--- src/hw/spsr_pkg.sv ---
package spsr_pkg;

  // ----------------------------------------------------------------
  // bus geometry
  // ----------------------------------------------------------------
  localparam int ADDR_W = 12;
  localparam int DATA_W = 32;

  // ----------------------------------------------------------------
  // register byte offsets
  // ----------------------------------------------------------------
  localparam logic [11:0] OFS_STATUS   = 12'h00C;
  localparam logic [11:0] OFS_PRESCALE = 12'h010;
  localparam logic [11:0] OFS_MASK     = 12'h014;
  localparam logic [11:0] OFS_RAW      = 12'h018;
  localparam logic [11:0] OFS_MASKED   = 12'h01C;
  localparam logic [11:0] OFS_CLEAR    = 12'h020;

  // ----------------------------------------------------------------
  // status register fields
  // ----------------------------------------------------------------
  localparam int ST_ACTIVE  = 4;
  localparam int ST_RX_FULL = 3;
  localparam int ST_RX_NE   = 2;
  localparam int ST_TX_ROOM = 1;
  localparam int ST_TX_EMP  = 0;
  localparam int ST_W       = 5;
  localparam logic [4:0] ST_RESET = 5'h03;

  // ----------------------------------------------------------------
  // interrupt source positions, shared by mask, raw, masked, clear
  // ----------------------------------------------------------------
  localparam int IRQ_TX_SVC  = 3;
  localparam int IRQ_RX_SVC  = 2;
  localparam int IRQ_RX_TO   = 1;
  localparam int IRQ_RX_OVF  = 0;
  localparam int IRQ_W       = 4;
  localparam logic [3:0] RAW_RESET  = 4'h8;
  localparam logic [3:0] MASK_RESET = 4'h0;

  // ----------------------------------------------------------------
  // prescale divisor
  // ----------------------------------------------------------------
  localparam int PRE_W = 8;
  localparam logic [7:0] PRE_RESET = 8'h00;
  localparam logic [7:0] PRE_MIN   = 8'h02;

endpackage : spsr_pkg

--- src/hw/spsr_prescale.sv ---
`timescale 1ns/1ps

module spsr_prescale #(
  parameter int W = 8
) (
  // clock and reset
  input  wire logic         clock,
  input  wire logic         rst_b,
  // divisor from the prescale register
  input  wire logic [W-1:0] prescale_divisor,
  // divided clock outputs
  output logic              prescale_tick_r,
  output logic              serial_bit_clock_r
);

  logic [W-1:0] count_r;
  logic [W-1:0] count_nxt;
  logic         tick_nxt;
  logic         clk_nxt;
  logic [W-1:0] half;

  // ----------------------------------------------------------------
  // divide by the even divisor, half a period per phase
  // ----------------------------------------------------------------
  always_comb begin
    half      = prescale_divisor >> 1;
    count_nxt = count_r;
    tick_nxt  = 1'b0;
    clk_nxt   = serial_bit_clock_r;
    if (prescale_divisor < spsr_pkg::PRE_MIN) begin
      count_nxt = '0;        // stopped while divisor below two
      clk_nxt   = 1'b0;
    end else if (count_r >= half - W'(1)) begin
      count_nxt = '0;
      clk_nxt   = ~serial_bit_clock_r;
      tick_nxt  = ~serial_bit_clock_r; // one pulse per full period
    end else begin
      count_nxt = count_r + W'(1);
    end
  end

  // registers only
  always_ff @(posedge clock or negedge rst_b) begin
    if (!rst_b) begin
      count_r            <= '0;
      prescale_tick_r    <= 1'b0;
      serial_bit_clock_r <= 1'b0;
    end else begin
      count_r            <= count_nxt;
      prescale_tick_r    <= tick_nxt;
      serial_bit_clock_r <= clk_nxt;
    end
  end

endmodule : spsr_prescale

--- src/hw/spsr_regs.sv ---
// The implementer's own choice: the APB register port.
`timescale 1ns/1ps

module spsr_regs #(
  parameter int ADDR_W = 12
) (
  // clock and reset
  input  wire logic              clock,
  input  wire logic              rst_b,
  // apb slave
  input  wire logic              psel,
  input  wire logic              penable,
  input  wire logic              pwrite,
  input  wire logic [ADDR_W-1:0] paddr,
  input  wire logic [31:0]       pwdata,
  output logic                   pready,
  output logic [31:0]            prdata,
  output logic                   pslverr,
  // fifo and shifter state from the port
  input  wire logic              tx_fifo_empty,
  input  wire logic              tx_fifo_full,
  input  wire logic              rx_fifo_empty,
  input  wire logic              rx_fifo_full,
  input  wire logic              shifter_busy,
  // interrupt conditions from the port
  input  wire logic              tx_half_empty,
  input  wire logic              rx_service_cond,
  input  wire logic              rx_timeout_evt,
  input  wire logic              rx_overflow_evt,
  // outputs to the port and the system
  output logic [4:0]             status_flags,
  output logic [7:0]             prescale_divisor,
  output logic                   prescale_tick,
  output logic                   serial_bit_clock,
  output logic                   port_irq
);

  // ----------------------------------------------------------------
  // declarations
  // ----------------------------------------------------------------
  // state registers and their next values
  logic [4:0]  status_r;
  logic [4:0]  status_nxt;
  logic [3:0]  raw_r;
  logic [3:0]  raw_nxt;
  logic [3:0]  mask_r;
  logic [3:0]  mask_nxt;
  logic [7:0]  pre_r;
  logic [7:0]  pre_nxt;
  logic        irq_r;
  logic        irq_nxt;
  logic        pready_r;
  logic        pready_nxt;
  logic [31:0] prdata_r;
  logic [31:0] prdata_nxt;
  logic        pslverr_r;
  logic        pslverr_nxt;
  // bus decode
  logic        access;
  logic        wr_fire;
  logic        wr_pre;
  logic        wr_mask;
  logic        wr_clr;
  logic        sel_status;
  logic        sel_pre;
  logic        sel_mask;
  logic        sel_raw;
  logic        sel_masked;
  logic        sel_clear;
  logic [31:0] rd_word;
  // interrupt views
  logic [3:0]  masked;
  logic [3:0]  clr_req;

  // ----------------------------------------------------------------
  // helper functions
  // ----------------------------------------------------------------

  // word match of the bus address against a register offset
  function automatic logic hit(input logic [ADDR_W-1:0] a,
                               input logic [11:0]       ofs);
    hit = (a[ADDR_W-1:2] == (ADDR_W-2)'(ofs >> 2));
  endfunction : hit

  // true when the address names any register of this block
  function automatic logic mapped(input logic [ADDR_W-1:0] a);
    mapped = hit(a, spsr_pkg::OFS_STATUS)
           | hit(a, spsr_pkg::OFS_PRESCALE)
           | hit(a, spsr_pkg::OFS_MASK)
           | hit(a, spsr_pkg::OFS_RAW)
           | hit(a, spsr_pkg::OFS_MASKED)
           | hit(a, spsr_pkg::OFS_CLEAR);
  endfunction : mapped

  // ----------------------------------------------------------------
  // status flags
  // ----------------------------------------------------------------

  // sample fifo and shifter state every cycle
  always_comb begin
    status_nxt = '0;
    status_nxt[spsr_pkg::ST_ACTIVE]  = shifter_busy
                                     | ~tx_fifo_empty;
    status_nxt[spsr_pkg::ST_RX_FULL] = rx_fifo_full;
    status_nxt[spsr_pkg::ST_RX_NE]   = ~rx_fifo_empty;
    status_nxt[spsr_pkg::ST_TX_ROOM] = ~tx_fifo_full;
    status_nxt[spsr_pkg::ST_TX_EMP]  = tx_fifo_empty;
  end

  // status register, reset shows idle and empty fifos
  always_ff @(posedge clock or negedge rst_b) begin
    if (!rst_b) begin
      status_r <= spsr_pkg::ST_RESET;
    end else begin
      status_r <= status_nxt;
    end
  end

  // ----------------------------------------------------------------
  // apb access decode
  // ----------------------------------------------------------------

  // one select per register, from the word address
  always_comb begin
    sel_status = hit(paddr, spsr_pkg::OFS_STATUS);
    sel_pre    = hit(paddr, spsr_pkg::OFS_PRESCALE);
    sel_mask   = hit(paddr, spsr_pkg::OFS_MASK);
    sel_raw    = hit(paddr, spsr_pkg::OFS_RAW);
    sel_masked = hit(paddr, spsr_pkg::OFS_MASKED);
    sel_clear  = hit(paddr, spsr_pkg::OFS_CLEAR);
  end

  // access phase and the edge on which a write lands
  assign access  = psel & penable;
  assign wr_fire = access & pready_r & pwrite;

  // write strobes per register, only where pready is seen high
  assign wr_pre  = wr_fire & sel_pre;
  assign wr_mask = wr_fire & sel_mask;
  assign wr_clr  = wr_fire & sel_clear;

  // clear strobes from the interrupt clear register
  always_comb begin
    clr_req = '0;
    if (wr_clr) begin
      clr_req[spsr_pkg::IRQ_RX_TO]  = pwdata[spsr_pkg::IRQ_RX_TO];
      clr_req[spsr_pkg::IRQ_RX_OVF] = pwdata[spsr_pkg::IRQ_RX_OVF];
    end
  end

  // ----------------------------------------------------------------
  // software registers: prescale and mask
  // ----------------------------------------------------------------

  // write decode, bit 0 of the divisor never stored
  always_comb begin
    pre_nxt  = pre_r;
    mask_nxt = mask_r;
    if (wr_pre) begin
      pre_nxt = {pwdata[7:1], 1'b0};
    end
    if (wr_mask) begin
      mask_nxt = pwdata[3:0];
    end
  end

  // software registers
  always_ff @(posedge clock or negedge rst_b) begin
    if (!rst_b) begin
      pre_r  <= spsr_pkg::PRE_RESET;
      mask_r <= spsr_pkg::MASK_RESET;
    end else begin
      pre_r  <= pre_nxt;
      mask_r <= mask_nxt;
    end
  end

  // ----------------------------------------------------------------
  // raw interrupt status
  // ----------------------------------------------------------------

  // levels follow the fifo, events stick until cleared
  always_comb begin
    raw_nxt = raw_r;
    // service levels copied every cycle
    raw_nxt[spsr_pkg::IRQ_TX_SVC] = tx_half_empty;
    raw_nxt[spsr_pkg::IRQ_RX_SVC] = rx_service_cond;
    // time-out flag: clear first, so a new event in the same cycle wins
    if (clr_req[spsr_pkg::IRQ_RX_TO]) begin
      raw_nxt[spsr_pkg::IRQ_RX_TO] = 1'b0;
    end
    if (rx_timeout_evt) begin
      raw_nxt[spsr_pkg::IRQ_RX_TO] = 1'b1;
    end
    // overrun flag, same priority
    if (clr_req[spsr_pkg::IRQ_RX_OVF]) begin
      raw_nxt[spsr_pkg::IRQ_RX_OVF] = 1'b0;
    end
    if (rx_overflow_evt) begin
      raw_nxt[spsr_pkg::IRQ_RX_OVF] = 1'b1;
    end
  end

  // raw status register
  always_ff @(posedge clock or negedge rst_b) begin
    if (!rst_b) begin
      raw_r <= spsr_pkg::RAW_RESET;
    end else begin
      raw_r <= raw_nxt;
    end
  end

  // ----------------------------------------------------------------
  // masking and interrupt output
  // ----------------------------------------------------------------

  // masked view of the current raw status
  always_comb begin
    masked = '0;
    masked[spsr_pkg::IRQ_TX_SVC] = raw_r[spsr_pkg::IRQ_TX_SVC]
                                 & mask_r[spsr_pkg::IRQ_TX_SVC];
    masked[spsr_pkg::IRQ_RX_SVC] = raw_r[spsr_pkg::IRQ_RX_SVC]
                                 & mask_r[spsr_pkg::IRQ_RX_SVC];
    masked[spsr_pkg::IRQ_RX_TO]  = raw_r[spsr_pkg::IRQ_RX_TO]
                                 & mask_r[spsr_pkg::IRQ_RX_TO];
    masked[spsr_pkg::IRQ_RX_OVF] = raw_r[spsr_pkg::IRQ_RX_OVF]
                                 & mask_r[spsr_pkg::IRQ_RX_OVF];
  end

  // interrupt line from next raw and mask values
  always_comb begin
    irq_nxt = |(raw_nxt & mask_nxt);
  end

  // interrupt register
  always_ff @(posedge clock or negedge rst_b) begin
    if (!rst_b) begin
      irq_r <= 1'b0;
    end else begin
      irq_r <= irq_nxt;
    end
  end

  // ----------------------------------------------------------------
  // apb answer: one wait state, data and error registered
  // ----------------------------------------------------------------

  // read mux, reserved bits zero, clear register reads zero
  always_comb begin
    rd_word = '0;
    if (sel_status) begin
      rd_word[4:0] = status_r;
    end
    if (sel_pre) begin
      rd_word[7:0] = pre_r;
    end
    if (sel_mask) begin
      rd_word[3:0] = mask_r;
    end
    if (sel_raw) begin
      rd_word[3:0] = raw_r;
    end
    if (sel_masked) begin
      rd_word[3:0] = masked;
    end
  end

  // answer one cycle into the access phase, data only for reads
  always_comb begin
    pready_nxt  = access & ~pready_r;
    prdata_nxt  = '0;
    pslverr_nxt = 1'b0;
    if (access && !pready_r) begin
      pslverr_nxt = ~mapped(paddr);
      if (!pwrite) begin
        prdata_nxt = rd_word;
      end
    end
  end

  // bus answer registers
  always_ff @(posedge clock or negedge rst_b) begin
    if (!rst_b) begin
      pready_r  <= 1'b0;
      prdata_r  <= '0;
      pslverr_r <= 1'b0;
    end else begin
      pready_r  <= pready_nxt;
      prdata_r  <= prdata_nxt;
      pslverr_r <= pslverr_nxt;
    end
  end

  // ----------------------------------------------------------------
  // clock prescaler
  // ----------------------------------------------------------------

  // divides the system clock by the stored divisor
  spsr_prescale #(
    .W (spsr_pkg::PRE_W)
  ) u_prescale (
    .clock              (clock),
    .rst_b              (rst_b),
    .prescale_divisor   (pre_r),
    .prescale_tick_r    (prescale_tick),
    .serial_bit_clock_r (serial_bit_clock)
  );

  // ----------------------------------------------------------------
  // outputs, all from flip-flops
  // ----------------------------------------------------------------
  // bus answer and state copies, no logic after the flops
  assign pready           = pready_r;
  assign prdata           = prdata_r;
  assign pslverr          = pslverr_r;
  assign status_flags     = status_r;
  assign prescale_divisor = pre_r;
  assign port_irq         = irq_r;

endmodule : spsr_regs

--- config.mk ---
export PLATFORM = sky130hd
export DESIGN_NAME = spsr_regs
export DESIGN_NICKNAME = d
export VERILOG_FILES = /design/src/hw/spsr_pkg.sv /design/src/hw/spsr_prescale.sv /design/src/hw/spsr_regs.sv
export SDC_FILE = /design/constraint.sdc
export NUM_CORES = 1
export LEC_CHECK = 0
export ABC_CLOCK_PERIOD_IN_PS = 2900
export BUFFER_PORTS_ARGS = -buffer_cell sky130_fd_sc_hd__buf_4
export CAP_MARGIN = 30
export CORE_UTILIZATION = 30
export CTS_BUF_LIST = sky130_fd_sc_hd__clkbuf_16
export DETAILED_ROUTE_END_ITERATION = 10
export SKIP_CTS_REPAIR_TIMING = 1
export SYNTH_ARGS = -nofsm -noshare
export SYNTH_HDL_FRONTEND = slang
export SYNTH_SLANG_ARGS = --single-unit
--- constraint.sdc ---
create_clock -name clock -period 2.9 [get_ports clock]
set_clock_uncertainty 0.1 [all_clocks]
set_input_delay 0.145 -clock clock [delete_from_list [all_inputs] [get_ports clock]]
set_output_delay 0.145 -clock clock [all_outputs]
set_load 0.01 [all_outputs]
======== Word-level counts from Yosys, hierarchy flattened ========
Cells that the tools add are included.
Widths: inputs -> output; s select.
word-level totals
  output and inout bits ................... 50
  logic and storage cells ................. 69
  bits in registers ....................... 65
operators by class
  bitwise operators ....................... 24
  magnitude comparators ................... 2
  reduce and logical (&&, ||, !) cells .... 4
  eq/ne operators ......................... 6
  mux-type cells .......................... 20
  add/sub/neg operators ................... 2
operators by type and width
  operator             number
  $eq 10x3->1 const B  4
  $mux 32              1
  $mux 8               4
  $mux 4               4
  $and 1x1->1          11
  $eq 10x2->1 const B  1
  $eq 10x4->1 const B  1
  $mux 1               9
  $add 8x1->8 const B  1
  $ge 8x8->1           1
  $lt 8x2->1 const B   1
  $sub 7x1->8 const B  1
  $not 1->1            6
  $or 1x1->1           6
  $mux 5               1
  $and 4x4->4          1
  $reduce_or 4->1      1
  $mux 2               1
  $reduce_bool 2->1    1
  $logic_and 1x1->1    1
  $logic_not 1->1      1

======== Logic depth before layout (Yosys ltp) ========
Gate-level depths: netlist of run 1.
  depth after elaboration ................. 9
  gate-level depth with buffers ........... 11
  mapped depth without buffers ............ 11

======== Hierarchy ========
From an unflattened synthesis of run 1, not the netlist that was laid out.
unflattened totals
  cell total of the unflattened synthesis .. 216
  area, all modules ....................... 2278.4 um^2
by module, submodules not included
  module         cells each  area each (um^2)  seq. area each (um^2)  instances
  spsr_regs      141         1566.5            779.5                  1
  spsr_prescale  75          711.9             250.2                  1

======== Worst setup path after synthesis of run 1 ========
Ideal clock, no wire load.
  kind .................................... register -> register
  start ................................... register pre_r[4], in the netlist prescale_divisor[4]
  end ..................................... register u_prescale.serial_bit_clock_r
  data required time ...................... 2.669 ns
  clock period less this slack ............ 2.456 ns
  cell stages (with the launch flop) ...... 10
  arrival time ............................ 2.224 ns
  setup time .............................. 0.131 ns
  path slack .............................. 0.444 ns
  path through ............................ dfrtp_1 > or4_4 > nor2_1 > xnor2_1 > ha_1 > nand4_1 > nor2_1 > a2111oi_4 > o21ba_2 > nor3_1
between the ends
  cells in the longest elaborated chain, start to end .. 3
  elaborated cells between the ends (all ways) .. 5
  those cells by class .................... add/sub (1); order compare (2); mux (1); reduce/logical (1)
RTL lines
  element                      line                 RTL
  start: declaration           spsr_regs.sv:48      logic [7:0] pre_r;
  start signal: assignment     spsr_regs.sv:170     pre_r <= spsr_pkg::PRE_RESET;
  start signal: assignment     spsr_regs.sv:173     pre_r <= pre_nxt;
  $sub 7x1->8                  spsr_prescale.sv:33  end else if (count_r >= half - W'(1)) begin
  $ge 8x8->1                   spsr_prescale.sv:33
  $reduce_bool 2->1 (no line)  -
  end signal: assignment       spsr_prescale.sv:51  serial_bit_clock_r <= clk_nxt;
  end: declaration             spsr_prescale.sv:13  output logic serial_bit_clock_r
Several ways; a longest one is shown, not always the timed one.
A chain may end at the register's enable or synchronous reset.

======== Worst setup path after layout of run 1 ========
  start ................................... register pre_r[5], in the netlist prescale_divisor[5]
  end ..................................... register u_prescale.count_r[7]
between the ends
  cells in the longest elaborated chain, start to end .. 4
  elaborated cells between the ends (all ways) .. 5
  those cells by class .................... add/sub (1); order compare (2); mux (2)
RTL lines
  element                      line                 RTL
  $sub 7x1->8                  spsr_prescale.sv:33
  $ge 8x8->1                   spsr_prescale.sv:33
  $mux 8                       spsr_prescale.sv:33
  $mux 8 (*)                   spsr_prescale.sv:30  if (prescale_divisor < spsr_pkg::PRE_MIN) begin
  net u_prescale.count_nxt[7]  spsr_prescale.sv:17  logic [W-1:0] count_nxt;
  end signal: assignment       spsr_prescale.sv:49  count_r <= count_nxt;
  end: declaration             spsr_prescale.sv:16  logic [W-1:0] count_r;
Mark *: on every way through the listed nets, which the timed path passes. The rest lies on a longest branch.

==> results.toml, run 1 <==
[drt]
wl_mm = 4.770
wl_per_cell_um = 12.65
drt_iter0_drc = 54
drc = 0
first_pass_iters = 4
vias = 1667
routed_via_density = 4.422
ant_nets = 0

[yosys]
synth_compound_area_share_pct = 10.28
seq_area_frac_synth_pct = 44.75
yosysMostFrequentCell = "dfrtp_1"
synthFlopType = "dfrtp_1"
async_reset_ff_share_pct = 100.0
ys.warnings.count = 0
yosys.area.top_type_share_pct = 41.33
yosys.area.top_type = "dfrtp_1"
synth-edff-count = 0
synth_top_family_by_area = "simple AND/OR/NAND/NOR gates"
synth_fa_ha_area_share_pct = 5.438
avgSynthCellArea_um2 = 11.12
synth-xor-area-share_pct = 4.187
synth_area_leaders = "dfrtp_1 (41%), buf_4 (8.2%), mux2_2 (5.9%)"
synthCells = 207
synth-simple-area-share_pct = 18.11
ys_top_cells_by_count = "dfrtp_1 (38), buf_4 (25), nor2_1 (20)"
synth_seq_cells = 41
syn-cell-area_um2 = 2301
synth.distinct_cells = 46
synth.area.mux_share_pct = 5.873

[sta]
whs_ns = 0.002366
finalSetupViolations = 0
rsz0062_at_grt = "false"
tightest_slew_ns = 0.5281
max_slew_margin_pct = 64.80
hold_viol_final = 0
tns_ns = 0
maxSlewViolCount = 0
fmax_mhz = 384.5
layout_min_cycle_time_ns = 2.601
finalCritPeriodShare_pct = 89.68

[layout]
num-nets-final = 345
syn_to_final_growth_pct = 28.93
final_layout_size_suffix_gt1_share_pct = 34.89
antenna_cells = 0
fill_cells = 711
fin_util_pct = 40.47
multi_input_area_um2 = 1104
seqCellArea_um2 = 1030

[clock_network]
cts_root_buf = "clkbuf_16"
clk_latency_ns = 0.28
cts.sinks = 41
cts_tree = "built"
path_clk_slew_ns = 0.06
h-tree-depth = 2
clk_path_buf_depth = 2
cts_inserted_buffers = 5

[floorplanning]
core_um2 = 7331
io-pin-count = 108
rows = 31
start_util_pct = 31.39
dieArea_um2 = 8024
dieHeight_um = 89.58
fp.dieW_um = 89.58

[critical_path]
startpoint_type = "register"
r2r-start = "prescale_divisor[5]"
crit_type = "reg -> reg"
reg2reg_depth = 9
r2r-end = "u_prescale.count_r[7]"
required_ns = 2.95
crit_slowest_cell = "or4_4"
slowest_delay_ns = 0.56
cp-end-kind = "register"
path_cells = "or4_4 -> nor2_1 -> xnor2_1 -> ha_1 -> nand4_1 -> nor2_1 -> a2111oi_4 -> o21ai_2 -> nor2_1"
path_common_cell = "nor2_1"
r2r_slack_ns = 0.30
cp.arrival_ns = 2.65
critical_path.max_fanout = 8

[hold_path]
hold_class = "in -> reg"
min_to = "prescale_divisor[6]"
whs_path_depth = 2
hp-start = "pwdata[6]"

[power]
p_leak_nw = 1.459
ir_drop_mv = 0.2307
p_per_area_nw_per_um2 = 411.9

[global_route]
grt_max_degree = 42
grt_pass1_wl_mm = 7.769
grt_pass1_vias = 1555
antenna_found_initial = 0
grt_usage_pct = 12.87
gr-total-overflow = 0

[run]
max_cap_violations = 0

[placed_design]
io_buffers = 56
place_congestion = 0.7599
hpwlAfterDp_mm = 3.647

[run_status]
status = "completed"
==> report_power, final <==
group          internal [mW]  switching (mW)
combinational         0.0522          0.0625
clock                  0.312           0.210
sequential             0.581         0.00477
==> metrics by stage <==
| stage | instances | worst slack (ns) | cell area, µm² | power [mW] |
|---|---|---|---|---|
| after detailed placement | 360 | 0.3079 | 2738 | 0.7012 |
| after CTS | 368 | 0.2657 | 2877 | 1.226 |
| after global placement | 360 | 0.3221 | 2738 | 0.7005 |
| after global routing | 377 | 0.07017 | 2967 | 1.268 |
| final | 377 | 0.2992 | 2967 | 1.222 |
| after floorplan | 231 | 0.4443 | 2391 | 0.6622 |
==> cells by family (layout without fill, tap and decap cells) <==
group / count (synthesis) / count (layout)
xor+xnor: 11 / 11
compound gates: 28 / 28
buf+inv: 39 / 86
fa+ha+maj: 10 / 10
mux: 12 / 12
flops: 41 / 41
simple gates: 65 / 65
other cells: 1 / 25
==> worst max-delay path by stage <==
stage                              from                             to  slack [ns]  cells after the start
global placement    prescale_divisor[5]          u_prescale.count_r[2]        0.32                      9
detailed placement  prescale_divisor[5]          u_prescale.count_r[2]        0.31                      9
CTS                 prescale_divisor[5]          u_prescale.count_r[7]        0.27                      9
global route        prescale_divisor[2]          u_prescale.count_r[0]        0.07                     10
floorplan           prescale_divisor[4]  u_prescale.serial_bit_clock_r        0.44                      9
finish              prescale_divisor[5]          u_prescale.count_r[7]        0.30                      9
==> sequential cells by signal, indices dropped and copies added, names as in the netlist, 4 cells and up <==
name                count
status_flags            5
mask_r                  4
u_prescale.count_r      8
prescale_divisor        7
prdata                  8
raw_r                   4
==> per-layer routing <==
metal	vias up	GRT usage, %	part of all wire (%)
met5	-	0	0
met4	0	3.463	0.61
met3	2	3.291	4.5
met2	57	17.29	44
met1	794	20.06	51
li1	814	-	-
==> cell usage in the layout, fill, tap and decap left out, drive strengths merged, types with 9 or more instances in the layout <==
cell and count:
buf 59, conb 25, dfrtp 38, dlygate4sd3 9, ha 10, inv 11, mux2 12, nand2 13
nor2 20
==> worst max-delay path: cells and delay by family (launching register included) <==
family | cells | cell delay, ns
AO/OA/AOI/OAI | 2 | 0.48
XOR/XNOR | 1 | 0.08
adder cells (fa/ha/maj) | 1 | 0.30
flip-flops | 1 | 0.45
AND/OR/NAND/NOR | 5 | 1.06
==> layout make-up <==
cell class | instances | area share, %
sequential | 41 | 34.71
clock buffer | 5 | 4.218
tap | 99 | 4.175
clock inverter | 3 | 0.4639
multi-input combinational | 151 | 37.20
inverter | 10 | 1.265
timing repair buffer | 68 | 17.97
No activity file was read; power rests on OpenSTA's default activity.
==> run 2: changes to the inputs <==
Settings changed: ABC_CLOCK_PERIOD_IN_PS 2900 to 2420.
Clock period 2.9 ns to 2.42 ns, I/O delays scaled along.
==> results.toml, run 2 (same netlist as run 1, synthesis figures left out) <==
[run_status]
status = "finished, violations left"
violations = "setup timing"

[global_route]
grt_max_degree = 42
gr-total-overflow = 0
grt_pass1_vias = 1629
grt_pass1_wl_mm = 7.790
grt_usage_pct = 13.04
antenna_found_initial = 0

[floorplanning]
core_um2 = 7331
rows = 31
fp.dieW_um = 89.58
dieArea_um2 = 8024
dieHeight_um = 89.58
start_util_pct = 31.39
io-pin-count = 108

[sta]
finalSetupViolations = 9
finalCritPeriodShare_pct = 100.5
max_slew_margin_pct = 65.17
maxSlewViolCount = 0
fmax_mhz = 411.2
tightest_slew_ns = 0.5225
hold_viol_final = 0
layout_min_cycle_time_ns = 2.432
tns_ns = -0.05772
rsz0062_at_grt = "true"
setup_ws_ns = -0.01209

[power]
ir_drop_mv = 0.2167
p_per_area_nw_per_um2 = 502.7
p_leak_nw = 1.537
p_total_mw = 1.581

[drt]
drt_iter0_drc = 54
vias = 1700
routed_via_density = 4.348
ant_nets = 0
wl_per_cell_um = 12.80
wl_mm = 5.005
drc = 0
first_pass_iters = 4

[layout]
fin_area_um2 = 3146
mostFrequentLayoutCell = "buf_4"
fill_cells = 712
num-nets-final = 359
multi_input_area_um2 = 1137
layout_common_cells = "buf_4 (67), dfrtp_1 (37), conb_1 (25), nor2_1 (18), dlygate4sd3_1 (15)"
seqCellArea_um2 = 1031
final_layout_size_suffix_gt1_share_pct = 37.67
antenna_cells = 0
syn_to_final_growth_pct = 36.70
fin_util_pct = 42.91

[hold_path]
whs_path_depth = 3
hp-start = "penable"
hold_class = "in -> reg"

[placed_design]
placed_area_um2 = 2794
place_congestion = 0.7622
hpwlAfterDp_mm = 3.850
io_buffers = 56

[clock_network]
h-tree-depth = 2
cts_root_buf = "clkbuf_16"
cts_tree = "built"
cts_inserted_buffers = 5
path_clk_slew_ns = 0.06
clk_latency_ns = 0.28
cts.sinks = 41
clk_path_buf_depth = 2

[critical_path]
path_cells = "or4_4 -> nor2_4 -> xnor2_1 -> ha_1 -> nand4_1 -> nor2_2 -> a2111oi_4 -> buf_4 -> o21ba_2 -> nor3_2"
startpoint_type = "register"
required_ns = 2.49
crit_path_start = "prescale_divisor[6]"
cp-end-kind = "register"
slowest_delay_ns = 0.58
crit_slowest_cell = "or4_4"
cp.arrival_ns = 2.50
r2r-start = "prescale_divisor[6]"
reg2reg_depth = 10
crit_type = "reg -> reg"
critical_path.max_fanout = 4

[run]
max_cap_violations = 0
run 2: cell types whose count changed in the layout (fill, tap and decap cells not counted), moves of 2 or more:
cell,change
nor2_1,-2
clkinv_2,-2
dlygate4sd3_1,+6
buf_4,+8
run 2: where the power goes:
group | leakage [nW] | internal, mW | switching [mW] | total (mW)
logic | 0.916 | 0.0694 | 0.0770 | 0.146
clock network | 0.0826 | 0.479 | 0.254 | 0.733
registers | 0.538 | 0.696 | 0.00622 | 0.702
run 2: worst max-delay path: cells and delay by family, from the launching register on:
kind,cells,cell delay (ns)
buffers and inverters,1,0.19
xor gates and xnor gates,1,0.12
adders and majority gates,1,0.26
AOI/OAI and AO/OA,2,0.40
and+or+nand+nor,5,0.87
DFF,1,0.38
run 2: cell type report:
cell class                      count  area share [%]
Inverter                           10           1.193
Timing Repair Buffer               82           20.76
Clock inverter                      3           1.193
Tap cell                           99           3.938
Sequential cell                    41           32.78
Clock buffer                        5           3.978
Multi-Input combinational cell    151           36.16
run 2: path summary, 6_finish.rpt:
kind | to | slack [ns]
max reg2reg | u_prescale.serial_bit_clock_r | -0.01
max | u_prescale.serial_bit_clock_r | -0.01
min | pready | 0.006
min reg2reg | u_prescale.count_r[0] | 0.38
min in group asynchronous | u_prescale.count_r[0] | 0.26
max in group asynchronous | prescale_divisor[4] | 1.56
run 2: routing by layer:
| layer | global-route usage (%) | share of wire (%) |
|---|---|---|
| met2 | 20.66 | 49 |
| met3 | 2.925 | 3.9 |
| met4 | 5.628 | 2.2 |
| met5 | 0 | 0 |
| met1 | 17.13 | 45 |
run 2: metrics by stage:
step / hold slack, ns / worst slack, ns / std cells
2_1_floorplan: -0.2746 / -0.02671 / 231
3_3_place_gp: 0.03427 / -0.06759 / 367
3_5_place_dp: 0.04074 / -0.07757 / 367
4_1_cts: -0.2602 / -0.1075 / 375
5_1_grt: 0.01119 / -0.1385 / 391
6_report: 0.005923 / -0.01209 / 391
